<file path="src/logic/bsj_params.svh">
// Constants for the buck set-point stepping and jog controller
`ifndef BSJ_PARAMS_SVH
`define BSJ_PARAMS_SVH

// Clock period and stepping timing
`define BSJ_CLK_NS 40
`define BSJ_STEP_BASE_NS 2000
`define BSJ_STEP_BASE_CYC ((`BSJ_STEP_BASE_NS + `BSJ_CLK_NS - 1) / `BSJ_CLK_NS)
`define BSJ_DLY_TICK_NS 1000
`define BSJ_DLY_TICK_CYC ((`BSJ_DLY_TICK_NS + `BSJ_CLK_NS - 1) / `BSJ_CLK_NS)
`define BSJ_CONV34_RATE 2'h1

// Register byte offsets
`define BSJ_OFS_CONV1 8'h00
`define BSJ_OFS_CONV2 8'h04
`define BSJ_OFS_CONV3 8'h08
`define BSJ_OFS_CONV4 8'h0c
`define BSJ_OFS_CTRL 8'h10
`define BSJ_OFS_STAT 8'h14

// Converter register field positions
`define BSJ_NORM_LSB 0
`define BSJ_ALT_LSB 5
`define BSJ_SLP_LSB 10
`define BSJ_RATE_LSB 15
`define BSJ_FLOOR_LSB 17
`define BSJ_CEIL_LSB 21
`define BSJ_CONV12_MASK 25'h1ffffff
`define BSJ_CONV34_MASK 25'h0007c1f

// Control register field positions
`define BSJ_CTRL_JOG_BIT 0
`define BSJ_CTRL_DLY_LSB 8

// Reset values
`define BSJ_RST_NORMAL 5'h1a
`define BSJ_RST_ALT 5'h1a
`define BSJ_RST_SLEEP 5'h1a
`define BSJ_RST_RATE 2'h1
`define BSJ_RST_FLOOR 4'h8
`define BSJ_RST_CEIL 4'ha
`define BSJ_RST_DLY 8'h00

`endif

</file>
<file path="src/logic/bsj_pkg.sv">
// Types for the buck set-point stepping and jog controller
package bsj_pkg;
    // Edge count while a select pin is high, Gray coded along 0-1-2-3
    typedef enum logic [1:0] {
        BSJ_CNT0 = 2'b00,
        BSJ_CNT1 = 2'b01,
        BSJ_CNT2 = 2'b11,
        BSJ_CNT3 = 2'b10
    } bsj_edge_cnt_e;
    typedef logic [4:0] bsj_code_t;
endpackage

</file>
<file path="src/logic/bsj_step_engine.sv">
// One-code-per-interval stepping engine for a single converter
`timescale 1ns/10ps
module bsj_step_engine #(
    parameter int BASE_CYC = 50,
    parameter logic [4:0] RST_CODE = 5'h1a
) (
    // Clock and reset
    input wire logic pclk,
    input wire logic presetn,
    // Target and rate
    input wire bsj_pkg::bsj_code_t target,
    input wire logic [1:0] rate,
    // Delivered code
    output bsj_pkg::bsj_code_t code,
    output logic busy
);
    if (BASE_CYC < 1 || BASE_CYC * 8 > 1023)
    begin : g_chk
        $error("BASE_CYC out of range for the interval counter");
    end

    logic [9:0] cnt_ff;
    bsj_pkg::bsj_code_t code_ff;
    logic [9:0] lim;
    bsj_pkg::bsj_code_t last_ff;
    logic [9:0] since_ff;

    // Interval length in cycles for a rate code
    function automatic logic [9:0] interval(input logic [1:0] r);
        interval = 10'(BASE_CYC) << r;
    endfunction

    assign lim = interval(rate);
    assign busy = (code_ff != target);
    assign code = code_ff;

    // Interval counter runs only while away from target
    always_ff @(posedge pclk or negedge presetn)
    begin
        if (!presetn)
            cnt_ff <= 10'h000;
        else if (!busy || cnt_ff >= lim - 10'h001)
            cnt_ff <= 10'h000;
        else
            cnt_ff <= cnt_ff + 10'h001;
    end

    // One code per elapsed interval toward target, then hold
    always_ff @(posedge pclk or negedge presetn)
    begin
        if (!presetn)
            code_ff <= RST_CODE;
        else if (busy && cnt_ff >= lim - 10'h001)
        begin
            if (target > code_ff)
                code_ff <= code_ff + 5'h01;
            else
                code_ff <= code_ff - 5'h01;
        end
    end

    // Cycles since the delivered code last moved, saturating, for the spacing check
    always_ff @(posedge pclk or negedge presetn)
    begin
        if (!presetn)
        begin
            last_ff <= RST_CODE;
            since_ff <= 10'h3ff;
        end
        else
        begin
            last_ff <= code_ff;
            if (code_ff != last_ff)
                since_ff <= 10'h001;
            else if (since_ff != 10'h3ff)
                since_ff <= since_ff + 10'h001;
        end
    end
endmodule

</file>
<file path="src/logic/bsj_ctrl.sv">
// Set-point selection, jog decoding and APB registers for four buck converters
//
// Chosen here: register access over APB and the placing of the registers.
`timescale 1ns/10ps
`include "bsj_params.svh"
module bsj_ctrl #(
    parameter int BASE_CYC = `BSJ_STEP_BASE_CYC,
    parameter int TICK_CYC = `BSJ_DLY_TICK_CYC
) (
    // Clock and reset
    input wire logic pclk,
    input wire logic presetn,
    // APB slave
    input wire logic psel,
    input wire logic penable,
    input wire logic pwrite,
    input wire logic [7:0] paddr,
    input wire logic [31:0] pwdata,
    output logic [31:0] prdata,
    output logic pready,
    output logic pslverr,
    // Pins from the processor
    input wire logic scaling_select_pin_1,
    input wire logic scaling_select_pin_2,
    input wire logic sleep_pin,
    input wire logic secondary_sleep_request,
    input wire logic spi_clk,
    // Delivered set-point codes
    output bsj_pkg::bsj_code_t delivered_code_1,
    output bsj_pkg::bsj_code_t delivered_code_2,
    output bsj_pkg::bsj_code_t delivered_code_3,
    output bsj_pkg::bsj_code_t delivered_code_4
);
    if (TICK_CYC < 1 || TICK_CYC > 31 || BASE_CYC < 4)
    begin : g_chk
        $error("TICK_CYC or BASE_CYC out of range");
    end

    logic [4:0] sync1_ff;
    logic [4:0] sync2_ff;
    logic [4:0] prev_ff;
    logic [24:0] conv_ff [4];
    logic jog_en_ff;
    logic jog_en_d_ff;
    logic [7:0] dly_ff;
    logic [31:0] prdata_ff;
    logic [7:0] dly_cnt_ff;
    logic [4:0] tick_ff;
    logic sleep_eff_ff;
    logic sleep_d_ff;
    bsj_pkg::bsj_edge_cnt_e cnt_ff [2];
    bsj_pkg::bsj_code_t jog_code_ff [2];
    bsj_pkg::bsj_code_t tgt [4];
    bsj_pkg::bsj_code_t code_w [4];
    logic [1:0] rate_w [4];
    logic [3:0] busy_w;
    logic [1:0] sel;
    logic [1:0] sel_rise;
    logic [1:0] sel_fall;
    logic spi_fall;
    logic [1:0] panic;
    logic [1:0] load;
    logic wr_en;
    logic sleep_raw;

    // Mask of the implemented fields of a converter register
    function automatic logic [24:0] conv_mask(input int idx);
        conv_mask = (idx < 2) ? `BSJ_CONV12_MASK : `BSJ_CONV34_MASK;
    endfunction

    // Code field of a converter register
    function automatic bsj_pkg::bsj_code_t fld(input logic [24:0] r, input int lsb);
        fld = r[lsb +: 5];
    endfunction

    // Double-flop synchronisers: select 1, select 2, sleep, secondary, spi clock
    always_ff @(posedge pclk or negedge presetn)
    begin
        if (!presetn)
        begin
            sync1_ff <= 5'h00;
            sync2_ff <= 5'h00;
            prev_ff <= 5'h00;
        end
        else
        begin
            sync1_ff <= {spi_clk, secondary_sleep_request, sleep_pin,
                         scaling_select_pin_2, scaling_select_pin_1};
            sync2_ff <= sync1_ff;
            prev_ff <= sync2_ff;
        end
    end

    // Edge detection on synchronised pins
    assign sel = sync2_ff[1:0];
    assign sel_rise = sync2_ff[1:0] & ~prev_ff[1:0];
    assign sel_fall = ~sync2_ff[1:0] & prev_ff[1:0];
    assign spi_fall = prev_ff[4] & ~sync2_ff[4];
    assign sleep_raw = sync2_ff[2] & sync2_ff[3];

    // APB handshake: no wait states, error on unmapped word
    assign pready = 1'b1;
    assign pslverr = psel && penable && (paddr[1:0] != 2'h0 || paddr > `BSJ_OFS_STAT);
    assign wr_en = psel && penable && pwrite && !pslverr;
    assign prdata = prdata_ff;

    // Register writes; reserved and absent fields stay zero
    always_ff @(posedge pclk or negedge presetn)
    begin
        if (!presetn)
        begin
            for (int i = 0; i < 4; i++)
                conv_ff[i] <= conv_mask(i) & {`BSJ_RST_CEIL, `BSJ_RST_FLOOR, `BSJ_RST_RATE,
                                              `BSJ_RST_SLEEP, `BSJ_RST_ALT, `BSJ_RST_NORMAL};
            jog_en_ff <= 1'b0;
            dly_ff <= `BSJ_RST_DLY;
        end
        else if (wr_en)
        begin
            if (paddr < `BSJ_OFS_CTRL)
                conv_ff[paddr[3:2]] <= pwdata[24:0] & conv_mask(int'(paddr[3:2]));
            else if (paddr == `BSJ_OFS_CTRL)
            begin
                jog_en_ff <= pwdata[`BSJ_CTRL_JOG_BIT];
                dly_ff <= pwdata[`BSJ_CTRL_DLY_LSB +: 8];
            end
        end
    end

    // Read data captured in the setup cycle
    always_ff @(posedge pclk or negedge presetn)
    begin
        if (!presetn)
            prdata_ff <= 32'h0000_0000;
        else if (psel && !penable)
        begin
            if (paddr < `BSJ_OFS_CTRL)
                prdata_ff <= {7'h00, conv_ff[paddr[3:2]]};
            else if (paddr == `BSJ_OFS_CTRL)
                prdata_ff <= {16'h0000, dly_ff, 7'h00, jog_en_ff};
            else if (paddr == `BSJ_OFS_STAT)
                prdata_ff <= {3'h0, code_w[3], 3'h0, code_w[2], 3'h0, code_w[1], 3'h0, code_w[0]};
            else
                prdata_ff <= 32'h0000_0000;
        end
    end

    // Sleep entry delay in microsecond ticks; exit is immediate
    always_ff @(posedge pclk or negedge presetn)
    begin
        if (!presetn)
        begin
            dly_cnt_ff <= 8'h00;
            tick_ff <= 5'h00;
            sleep_eff_ff <= 1'b0;
        end
        else if (!sleep_raw)
        begin
            dly_cnt_ff <= 8'h00;
            tick_ff <= 5'h00;
            sleep_eff_ff <= 1'b0;
        end
        else if (dly_cnt_ff >= dly_ff)
            sleep_eff_ff <= 1'b1;
        else if (tick_ff == 5'(TICK_CYC - 1))
        begin
            tick_ff <= 5'h00;
            dly_cnt_ff <= dly_cnt_ff + 8'h01;
        end
        else
            tick_ff <= tick_ff + 5'h01;
    end

    // Previous mode and sleep, for entry and exit detection
    always_ff @(posedge pclk or negedge presetn)
    begin
        if (!presetn)
        begin
            jog_en_d_ff <= 1'b0;
            sleep_d_ff <= 1'b0;
        end
        else
        begin
            jog_en_d_ff <= jog_en_ff;
            sleep_d_ff <= sleep_eff_ff;
        end
    end

    // Falling-edge count while a select pin is high
    always_ff @(posedge pclk or negedge presetn)
    begin
        if (!presetn)
        begin
            cnt_ff[0] <= bsj_pkg::BSJ_CNT0;
            cnt_ff[1] <= bsj_pkg::BSJ_CNT0;
        end
        else
        begin
            for (int j = 0; j < 2; j++)
            begin
                if (sel_rise[j])
                    cnt_ff[j] <= bsj_pkg::BSJ_CNT0;
                else if (sel[j] && spi_fall)
                begin
                    unique case (cnt_ff[j])
                        bsj_pkg::BSJ_CNT0: cnt_ff[j] <= bsj_pkg::BSJ_CNT1;
                        bsj_pkg::BSJ_CNT1: cnt_ff[j] <= bsj_pkg::BSJ_CNT2;
                        bsj_pkg::BSJ_CNT2: cnt_ff[j] <= bsj_pkg::BSJ_CNT3;
                        bsj_pkg::BSJ_CNT3: cnt_ff[j] <= bsj_pkg::BSJ_CNT3;
                    endcase
                end
            end
        end
    end

    // Baseline reload and panic pulses per jog converter
    always_comb
    begin
        for (int j = 0; j < 2; j++)
        begin
            panic[j] = jog_en_ff && sel[j] && spi_fall && !sleep_eff_ff &&
                       cnt_ff[j] == bsj_pkg::BSJ_CNT2;
            load[j] = (jog_en_ff && !jog_en_d_ff) || (sleep_d_ff && !sleep_eff_ff) ||
                      (wr_en && paddr[7:2] == 6'(j));
        end
    end

    // Working copy of the normal code, moved by jog commands
    always_ff @(posedge pclk or negedge presetn)
    begin
        if (!presetn)
        begin
            jog_code_ff[0] <= `BSJ_RST_NORMAL;
            jog_code_ff[1] <= `BSJ_RST_NORMAL;
        end
        else
        begin
            for (int j = 0; j < 2; j++)
            begin
                if (wr_en && paddr[7:2] == 6'(j))
                    jog_code_ff[j] <= pwdata[`BSJ_NORM_LSB +: 5];
                else if (load[j] || panic[j])
                    jog_code_ff[j] <= fld(conv_ff[j], `BSJ_NORM_LSB);
                else if (jog_en_ff && !sleep_eff_ff && sel_fall[j] && !busy_w[j])
                begin
                    // Stops widen with implied leading bits; commands past them drop
                    if (cnt_ff[j] == bsj_pkg::BSJ_CNT1 &&
                        jog_code_ff[j] > {1'b0, conv_ff[j][`BSJ_FLOOR_LSB +: 4]})
                        jog_code_ff[j] <= jog_code_ff[j] - 5'h01;
                    else if (cnt_ff[j] == bsj_pkg::BSJ_CNT2 &&
                             jog_code_ff[j] < {1'b1, conv_ff[j][`BSJ_CEIL_LSB +: 4]})
                        jog_code_ff[j] <= jog_code_ff[j] + 5'h01;
                end
            end
        end
    end

    // Target selection per converter
    always_comb
    begin
        for (int i = 0; i < 4; i++)
        begin
            rate_w[i] = (i < 2) ? conv_ff[i][`BSJ_RATE_LSB +: 2] : `BSJ_CONV34_RATE;
            if (sleep_eff_ff)
                tgt[i] = fld(conv_ff[i], `BSJ_SLP_LSB);
            else if (i < 2 && jog_en_ff)
                tgt[i] = jog_code_ff[i];
            else if (i < 2 && sel[i])
                tgt[i] = fld(conv_ff[i], `BSJ_ALT_LSB);
            else
                tgt[i] = fld(conv_ff[i], `BSJ_NORM_LSB);
        end
    end

    // Stepping engines, one per converter
    for (genvar g = 0; g < 4; g++)
    begin : g_eng
        bsj_step_engine #(
            .BASE_CYC(BASE_CYC),
            .RST_CODE(`BSJ_RST_NORMAL)
        ) u_eng (
            .pclk(pclk),
            .presetn(presetn),
            .target(tgt[g]),
            .rate(rate_w[g]),
            .code(code_w[g]),
            .busy(busy_w[g])
        );
    end

    assign delivered_code_1 = code_w[0];
    assign delivered_code_2 = code_w[1];
    assign delivered_code_3 = code_w[2];
    assign delivered_code_4 = code_w[3];
endmodule

</file>
<file path="config.mk">
export PLATFORM = sky130hd
export DESIGN_NAME = bsj_ctrl
export DESIGN_NICKNAME = d
export VERILOG_FILES = /design/src/logic/bsj_pkg.sv /design/src/logic/bsj_step_engine.sv /design/src/logic/bsj_ctrl.sv
export VERILOG_INCLUDE_DIRS = /design/src /design/src/logic
export SDC_FILE = /design/constraint.sdc
export NUM_CORES = 1
export LEC_CHECK = 0
export ABC_AREA = 1
export CORE_MARGIN = 4
export CORE_UTILIZATION = 50
export DETAILED_ROUTE_END_ITERATION = 10
export DONT_BUFFER_PORTS = 1
export HOLD_SLACK_MARGIN = 0.12
export SLEW_MARGIN = 10
export SYNTH_ARGS = -nofsm -noshare
export SYNTH_HDL_FRONTEND = slang
export SYNTH_SLANG_ARGS = --single-unit
</file>
<file path="constraint.sdc">
create_clock -name pclk -period 3.8 [get_ports pclk]
set_input_delay 0.38 -clock pclk [delete_from_list [all_inputs] [get_ports pclk]]
set_output_delay 0.38 -clock pclk [all_outputs]
set_load 0.05 [all_outputs]
</file>
# Word-level counts from Yosys, hierarchy flattened

Index checks and enable logic that the tools add are counted.
Widths: inputs -> output; s select.

$add $sub $neg: 20
Order comparisons: 18
Equality and inequality tests: 17
Shift-type cells: 2
Mux-type cells: 50
Bitwise operators: 10
Reductions and logical operators: 68

Operators with widths:

| cell                  | count |
|---|---|
| $mux 5                | 25 |
| $bwmux 100            | 1 |
| $mux 25               | 4 |
| $mux 29               | 3 |
| $bmux 25 s2           | 1 |
| $demux 25 s2          | 1 |
| $add 10x1->10 const B | 4 |
| $mux 10               | 4 |
| $add 5x1->5 const B   | 7 |
| $logic_and 1x1->1     | 33 |
| $sub 5x1->5 const B   | 6 |
| $and 25x25->25        | 1 |
| $mux 8                | 3 |
| $ge 10x10->1          | 2 |
| $ge 10x7->1 const B   | 2 |
| $gt 5x5->1            | 4 |
| $ne 5x5->1            | 4 |
| $shl 6x2->10 const A  | 2 |
| $sub 10x1->10 const B | 2 |
| $eq 8x5->1 const B    | 2 |
| $pmux 2 s3            | 2 |
| $gt 5x4->1            | 2 |
| $logic_or 1x1->1      | 10 |
| $lt 5x5->1            | 2 |
| 29 further kinds      | 58 |

Register bits after elaboration: 246
Logic and storage cells: 212

# Longest topological paths before layout

Gate-level depths: netlist of the first run.

Word-level depth: 10
Gate-level depth with buffers: 21
Depth with buffers taken out: 21

# By module

Synthesis of the first run repeated with hierarchy kept, for this count alone.

Cell total of the unflattened synthesis: 1790
Area, all modules: 14528.9 um^2

Modules (own cells, without submodules):

| module          | times used | cells an instance | area each (um^2) |
|---|---|---|---|
| bsj_ctrl        | 1          | 1162              | 9334.0 |
| bsj_step_engine | 4          | 157               | 1298.7 |

# Worst setup path after synthesis of the first run

Ideal clock, no wire load.

Kind: register to register
From: reg jog_en_ff
To: reg g_eng[0].u_eng.code_ff[4]
Setup time: 0.060 ns
Arrival time: 2.935 ns
Required time: 3.740 ns
Setup slack: 0.804 ns
Stages on the path, launching flop included: 17
Path buffers: 1
Cells stage by stage: dfrtp_1 -> clkinv_1 -> clkbuf_1 -> nand3_1 -> o211ai_1 -> o21ai_0 -> ha_1 -> a21oi_1 -> o21ai_0 -> o21ai_0 -> ha_1 -> a21oi_1 -> nand2_1 -> xor2_1 -> nand2_1 -> nand2_1 -> nand2_1

Cells in the longest elaborated chain, start to end: 4
Elaborated cells on any way between the ends: 6
Classes of those cells: order compare: 1; eq/ne: 1; mux: 3; reduce/logical: 1

Ends and longest elaborated chain:

| element                                            | RTL line                                     | source |
|---|---|---|
| start, declared                                    | bsj_ctrl.sv:43                               | `logic jog_en_ff;` |
| start signal, assigned                             | bsj_ctrl.sv:124                              | `` jog_en_ff <= pwdata[`BSJ_CTRL_JOG_BIT]; `` |
| $mux 5 (*)                                         | bsj_ctrl.sv:266                              | `else if (i < 2 && jog_en_ff)` |
| $mux 5 (*)                                         | bsj_ctrl.sv:264                              | `if (sleep_eff_ff)` |
| $gt 5x5->1 / $ne 5x5->1 (equally long branches)    | bsj_step_engine.sv:55, bsj_step_engine.sv:34 |  |
| $mux 5 / $logic_and 1x1->1 (equally long branches) | bsj_step_engine.sv:55, bsj_step_engine.sv:53 |  |
| end signal, assigned                               | bsj_step_engine.sv:56                        | `code_ff <= code_ff + 5'h01;` |
| end signal, assigned                               | bsj_step_engine.sv:58                        | `code_ff <= code_ff - 5'h01;` |
| end, declared                                      | bsj_step_engine.sv:23                        | `bsj_pkg::bsj_code_t code_ff;` |

Mark *: on every way between the ends. The rest lies on a longest branch, timed or not.
A chain may end at the register's enable or synchronous reset.

# Final worst setup path of the first run

From: reg jog_en_ff
To: reg g_eng[1].u_eng.code_ff[4]

Cells in the longest elaborated chain, start to end: 4
Elaborated cells on any way between the ends: 6
Classes of those cells: order compare: 1; eq/ne: 1; mux: 3; reduce/logical: 1

Ends and longest elaborated chain:

| element                                            | RTL line |
|---|---|
| $mux 5 (*)                                         | bsj_ctrl.sv:266 |
| $mux 5 (*)                                         | bsj_ctrl.sv:264 |
| $gt 5x5->1 / $ne 5x5->1 (equally long branches)    | bsj_step_engine.sv:55, bsj_step_engine.sv:34 |
| $mux 5 / $logic_and 1x1->1 (equally long branches) | bsj_step_engine.sv:55, bsj_step_engine.sv:53 |
| end signal, assigned                               | bsj_step_engine.sv:56 |
| end signal, assigned                               | bsj_step_engine.sv:58 |
| end, declared                                      | bsj_step_engine.sv:23 |

Marked as above.

==> metrics.yaml, run 1 <==
status:
  status: "finished, violations left"
  violations: "negative hold slack"
yosys:
  async_reset_ff_share_pct: 100
  synthCells: 1547
  synth_edf_count: 0
  synth_area_leader_cell: "dfrtp_1"
  yosysWarnings: 0
  ys.flop_type: "dfrtp_1"
  yosysMostFrequentCell: "nand2_1"
  synth.area.top_cells: "dfrtp_1, nand2_1, dfstp_2"
  netlist_top_cells_count: "nand2_1, inv_1, dfrtp_1, o21ai_0, ha_1"
  syn_area_um2: 13200
  synth_top_area_share_pct: 35.1
  synth-seq-area-share_pct: 46.2
  ys_ff_latch: 241
  avgSynthCellArea_um2: 8.53
  yosysUniqueCellTypes: 50
critical_path:
  worstPathCellList: "clkinv_1 > o21ai_0 > o21ai_0 > ha_1 > nand2_1 > nor2_1 > nand2_1 > nand2_1 > inv_1 > fa_1 > o21ai_0 > xor2_1 > nand2_1 > nand2_1 > nand2_1"
  path_common_cell: "nand2_1"
  cp.arrival_ns: 4.02
  end_kind: "flip-flop"
  reg2reg_to: "g_eng[1].u_eng.code[4]"
  crit_type: "reg -> reg"
  slowest_stage: "dfrtp_1"
  reg2reg_depth: 15
  critPathLaunch: "jog_en_ff"
  ff2ff_setup_slack_ns: 0.25
  start_kind: "flip-flop"
  critPathMaxFanout: 18
  cp_top_family: "simple AND/OR/NAND/NOR gates"
  r2r-start: "jog_en_ff"
  path_buf_inv: 2
  cpPeakStageDelay_ns: 0.46
  crit_required_ns: 4.27
floorplanning:
  die_x_um: 170
  pin_count: 104
  die_h_um: 170
  start_util_pct: 50.8
  core_um2: 26000
  rows: 59
  die_area_um2: 29000
detailed_routing:
  wl_per_cell_um: 18.4
  ant_nets: 0
  dr_total_vias: 10400
  dr.pass1.iters: 5
  vias_per_cell: 5.40
  drc: 0
  wirelength_um: 35600
  drt_iter0_drc: 807
power_and_ir_drop:
  p_comb_share_pct: 24.2
  switchingPower_mw: 2.78
  internal_power_mw: 5.29
  switching_share_pct: 34.4
  p_leak_nw: 7.22
  pwr-share-clk_pct: 33.1
  power_density_nw_per_um2: 550
  seq_power_share_pct: 42.7
  ir_worst_vdd_mv: 0.505
final_layout:
  final_util_pct: 56.4
  nNetsFinal: 1728
  syn_to_final_growth_pct: 11.2
  drive_above_1_share_pct: 9.94
  stdcell_count: 1935
  final_area_um2: 14700
  num_antenna_cells: 0
grt:
  grt_pass1_wl_um: 56500
  track_usage_pct: 24.8
  grt_pass1_vias: 10000
  grt_max_degree: 242
  gr-total-overflow: 0
  antenna_found_initial: 0
clock_tree:
  path_clk_slew_ns: 0.06
  cts_buffer_depth: 3
  clock-root-buffer: "clkbuf_16"
  cts_hold_buf: 30
  cts_tree: "built"
  cts_buffers: 27
  cts_setup_buffers: 0
  clock_latency_ns: 0.54
  cts_sinks: 241
  htree_levels: 1
timing:
  slew_violations: 0
  setup_violations: 0
  clock_skew_ns: 0.00827
  hold_viol_final: 241
  whs_ns: -0.458
  tightestPinTransition_ns: 0.911
  period_minus_slack_ns: 3.55
  clock.fmax_mhz: 282
  max-slew-margin-rel_pct: 39.1
  rsz0062_at_grt: "false"
  tns_ns: 0
  period_share_pct: 93.4
place:
  io_buffer_count: 0
  gp_congestion: 0.939
  dp.cells: 1856
  placed_area_um2: 13500
  place_hpwl_um: 25400
job:
  maxCapViolCount: 0
min_path:
  worstHoldPathType: "in -> async"
state kept, by name, summed over array words and instances (netlist names), 3 cells and up:
| signal | cells |
|---|---|
| g_eng.u_eng.cnt_ff | 40 |
| prev_ff | 3 |
| tick_ff | 5 |
| g_eng.u_eng.code | 20 |
| cnt_ff | 4 |
| sync2_ff | 5 |
| conv_ff | 100 |
| dly_ff | 8 |
| jog_code_ff | 10 |
| prdata | 29 |
| sync1_ff | 5 |
| dly_cnt_ff | 8 |
stage by stage:
step           total power, mW  worst slack, ns
6_report                  8.06            0.253
2_1_floorplan             4.92            0.804
3_3_place_gp              5.35            0.376
3_5_place_dp              5.41            0.269
4_1_cts                   8.14            0.253
5_1_grt                   8.59           0.0445
cells in the final DEF (no fill, tap or decap), types with 4 or more instances in the layout:
| cell type | Yosys | layout |
|---|---|---|
| nand2_1 | 416 | 416 |
| inv_1 | 198 | 198 |
| dfrtp_1 | 185 | 185 |
| o21ai_0 | 132 | 131 |
| ha_1 | 92 | 92 |
| nand3_1 | 89 | 89 |
| nor2_1 | 59 | 59 |
| dfstp_2 | 56 | 56 |
| a21oi_1 | 49 | 49 |
| dlygate4sd3_1 | 0 | 30 |
| clkbuf_16 | 0 | 27 |
| xor2_1 | 25 | 25 |
| nor3_1 | 21 | 21 |
| o21ai_2 | 20 | 20 |
| o211ai_1 | 19 | 19 |
| nand4_1 | 14 | 14 |
| o22ai_1 | 12 | 12 |
| conb_1 | 2 | 12 |
| a22oi_1 | 11 | 11 |
| buf_4 | 7 | 10 |
| clkbuf_1 | 20 | 9 |
| clkbuf_8 | 0 | 9 |
| and3_1 | 7 | 7 |
| o2111ai_1 | 7 | 7 |
| xnor2_1 | 7 | 7 |
| a221oi_1 | 7 | 7 |
| nor2_4 | 6 | 6 |
| fa_1 | 6 | 6 |
| or2_2 | 5 | 5 |
| nor3b_1 | 5 | 5 |
| a22o_1 | 5 | 5 |
| inv_2 | 4 | 4 |
| nand2_4 | 4 | 4 |
| nor2_2 | 4 | 4 |
| clkinv_1 | 4 | 4 |
| o21ai_1 | 3 | 4 |
| o221ai_1 | 4 | 4 |
worst max path at each step:
stage | endpoint | slack (ns) | depth (start not counted)
6_report | g_eng[1].u_eng.code[4] | 0.25 | 15
5_1_grt | g_eng[1].u_eng.code[4] | 0.04 | 15
4_1_cts | g_eng[0].u_eng.code[4] | 0.25 | 14
3_5_place_dp | g_eng[0].u_eng.code[4] | 0.27 | 14
3_3_place_gp | g_eng[0].u_eng.code[4] | 0.38 | 14
2_1_floorplan | g_eng[0].u_eng.code[4] | 0.80 | 16
logic make-up after synthesis:
group / after synthesis / synth area share [%]
other: 2 / 0.0569
multiplexers: 2 / 0.152
AND/OR/NAND/NOR: 644 / 21.4
AO/OA/AOI/OAI: 275 / 12.5
adder cells (fa/ha/maj): 98 / 9.64
flip-flops: 241 / 46.2
XOR/XNOR: 32 / 2.12
buffers and inverters: 253 / 7.92
power by group through the flow:
stage,Sequential (mW),Combinational (mW),Clock [mW]
floorplan,3.38,1.54,0
global placement,3.48,1.86,0
detailed placement,3.49,1.92,0
CTS,3.44,1.96,2.73
global route,3.48,2.26,2.84
finish,3.44,1.95,2.67
repair_timing:
| action | 4_1_cts | 5_1_grt |
|---|---|---|
| gates resized for setup | 0 | 1 |
| endpoints found under the hold margin | 315 | 241 |
| endpoints found under the setup margin | 0 | 1 |
layer usage:
layer / share of wire (%) / GRT usage, %
met5: 0 / 0
met4: 3.4 / 7.95
met3: 7.4 / 6.02
met2: 45 / 38.4
met1: 45 / 34.5
cell type report:
class                   count  area [um^2]
fillers                  2383        11300
flip-flops and latches    241         6100
multi-input cells        1063         6080
clock buffers              45          833
inverters                 207          779
well taps                 335          419
repair buffers             40          375
clock inverters             4         73.8
Power figures use the tool's default switching activity.
==> run 2: changes to the inputs <==
==> constraint.sdc (replaced) <==
create_clock -name pclk -period 3.8 [get_ports pclk]
set_input_delay 0.76 -clock pclk [delete_from_list [all_inputs] [get_ports pclk]]
set_output_delay 0.76 -clock pclk [all_outputs]
set_load 0.05 [all_outputs]
==> metrics.yaml, run 2 (synthesized netlist as in run 1, its figures left out) <==
status:
  status: "finished, violations left"
  violations: "negative hold slack"
critical_path:
  crit_cells: 15
  reg2reg_to: "g_eng[1].u_eng.code[4]"
  crit_required_ns: 4.28
  cp_top_family: "simple AND/OR/NAND/NOR gates"
  path_buf_inv: 2
  reg2reg_depth: 15
  slowest_stage: "dfrtp_1"
  worstPathCellList: "clkinvlp_4 > o211ai_1 > o21ai_0 > ha_1 > nand2_1 > nor2_1 > nand2_1 > nand2_1 > inv_1 > fa_1 > o21ai_0 > xor2_1 > nand2_1 > nand2_1 > nand2_1"
  critPathLaunch: "jog_en_ff"
  start_kind: "flip-flop"
  critPathMaxFanout: 18
  crit_type: "reg -> reg"
  r2r-start: "jog_en_ff"
  cp.arrival_ns: 3.90
  end_kind: "flip-flop"
  worstSetupEndpoint: "g_eng[1].u_eng.code[4]"
  cpPeakStageDelay_ns: 0.49
  ff2ff_setup_slack_ns: 0.38
  path_common_cell: "nand2_1"
detailed_routing:
  wl_per_cell_um: 18.5
  dr.pass1.iters: 6
  dr_total_vias: 10300
  ant_nets: 0
  vias_per_cell: 5.40
  drt_iter0_drc: 816
  wirelength_um: 35300
  drc: 0
clock_tree:
  path_clk_slew_ns: 0.06
  htree_levels: 1
  cts_tree: "built"
  clock_latency_ns: 0.55
  clock-root-buffer: "clkbuf_16"
  cts_sinks: 241
  cts_buffer_depth: 3
  cts_buffers: 28
grt:
  grt_pass1_vias: 9933
  antenna_found_initial: 0
  grt_pass1_wl_um: 55300
  gr-total-overflow: 0
  grt_max_degree: 242
  track_usage_pct: 24.1
final_layout:
  nNetsFinal: 1700
  regMostFlops: "conv_ff"
  multi_input_area_um2: 6080
  nFillCells: 2376
  largest_reg_flops: 100
  stdcell_count: 1909
  layout_commonest_cell: "nand2_1"
  final_cell_mix: "nand2_1, inv_1, dfrtp_1"
  drive_above_1_share_pct: 10.7
  num_antenna_cells: 0
  seq_area_um2: 6100
  syn_to_final_growth_pct: 10.1
power_and_ir_drop:
  totalPowerFinal_mw: 8.37
  p_leak_nw: 7.18
  ir_worst_vdd_mv: 0.383
  power_density_nw_per_um2: 577
timing:
  hold_viol_final: 59
  max-slew-margin-rel_pct: 56.3
  clock_skew_ns: 0.0231
  tns_ns: 0
  slew_violations: 0
  whs_ns: -0.0860
  setup_ws_ns: 0.377
  setup_violations: 0
  clock.fmax_mhz: 292
  rsz0062_at_grt: "false"
  period_minus_slack_ns: 3.42
  tightestPinTransition_ns: 0.655
  period_share_pct: 90.1
floorplanning:
  pin_count: 104
  core_um2: 26000
  rows: 59
  die_area_um2: 29000
  die_x_um: 170
  die_h_um: 170
  start_util_pct: 50.8
place:
  gp_congestion: 0.911
  place_hpwl_um: 25500
  preCtsSetupSlack_ns: 0.265
  io_buffer_count: 0
  dp.cells: 1857
job:
  maxCapViolCount: 0
min_path:
  worstHoldPathType: "in -> async"
[run 2: worst min-delay path by stage]
stage	startpoint	cells after the start	slack [ns]	to
floorplan	sync1_ff[0]	0	0.33	sync2_ff[0]
global placement	sync1_ff[2]	0	0.33	sync2_ff[2]
detailed placement	sync1_ff[2]	0	0.34	sync2_ff[2]
CTS	presetn	0	-0.11	g_eng[1].u_eng.cnt_ff[2]
global route	presetn	0	-0.11	g_eng[1].u_eng.cnt_ff[2]
finish	presetn	0	-0.09	g_eng[1].u_eng.cnt_ff[7]
[run 2: final cells by class]
class | instances | share of cell area, %
well taps | 335 | 2.89
repair buffers | 11 | 0.569
clock buffers | 41 | 5.79
inverters | 207 | 5.39
multi-input cells | 1063 | 41.9
clock inverters | 11 | 1.44
flip-flops and latches | 241 | 42.0
[run 2: what timing repair did]
item / 4_1_cts / 5_1_grt
setup buffers: 0 / 0
setup endpoints to repair: 0 / 3
gates resized for setup: 0 / 2
endpoints found under the hold margin: 236 / 206
[run 2: routing by layer]
metal | part of all wire [%] | vias up | global-route usage [%]
met4 | 3.0 | 0 | 6.98
met1 | 45 | 4899 | 33.7
li1 | - | 5088 | -
met2 | 45 | 258 | 38.0
met3 | 6.9 | 58 | 5.39
met5 | 0 | - | 0
[run 2: stage by stage]
| step | util (%) | instance area (um^2) |
|---|---|---|
| floorplan | - | 13200 |
| global placement | 51.8 | 13500 |
| detailed placement | 51.8 | 13500 |
| CTS | 55.9 | 14500 |
| global route | 55.9 | 14500 |
| finish | 55.9 | 14500 |
[run 2: where the power goes]
part           total (mW)  switching, mW  leakage, nW  internal (mW)
Clock                3.02           1.09        0.518           1.93
Sequential           3.44          0.561         3.07           2.88
Combinational        1.92           1.15         3.59          0.770
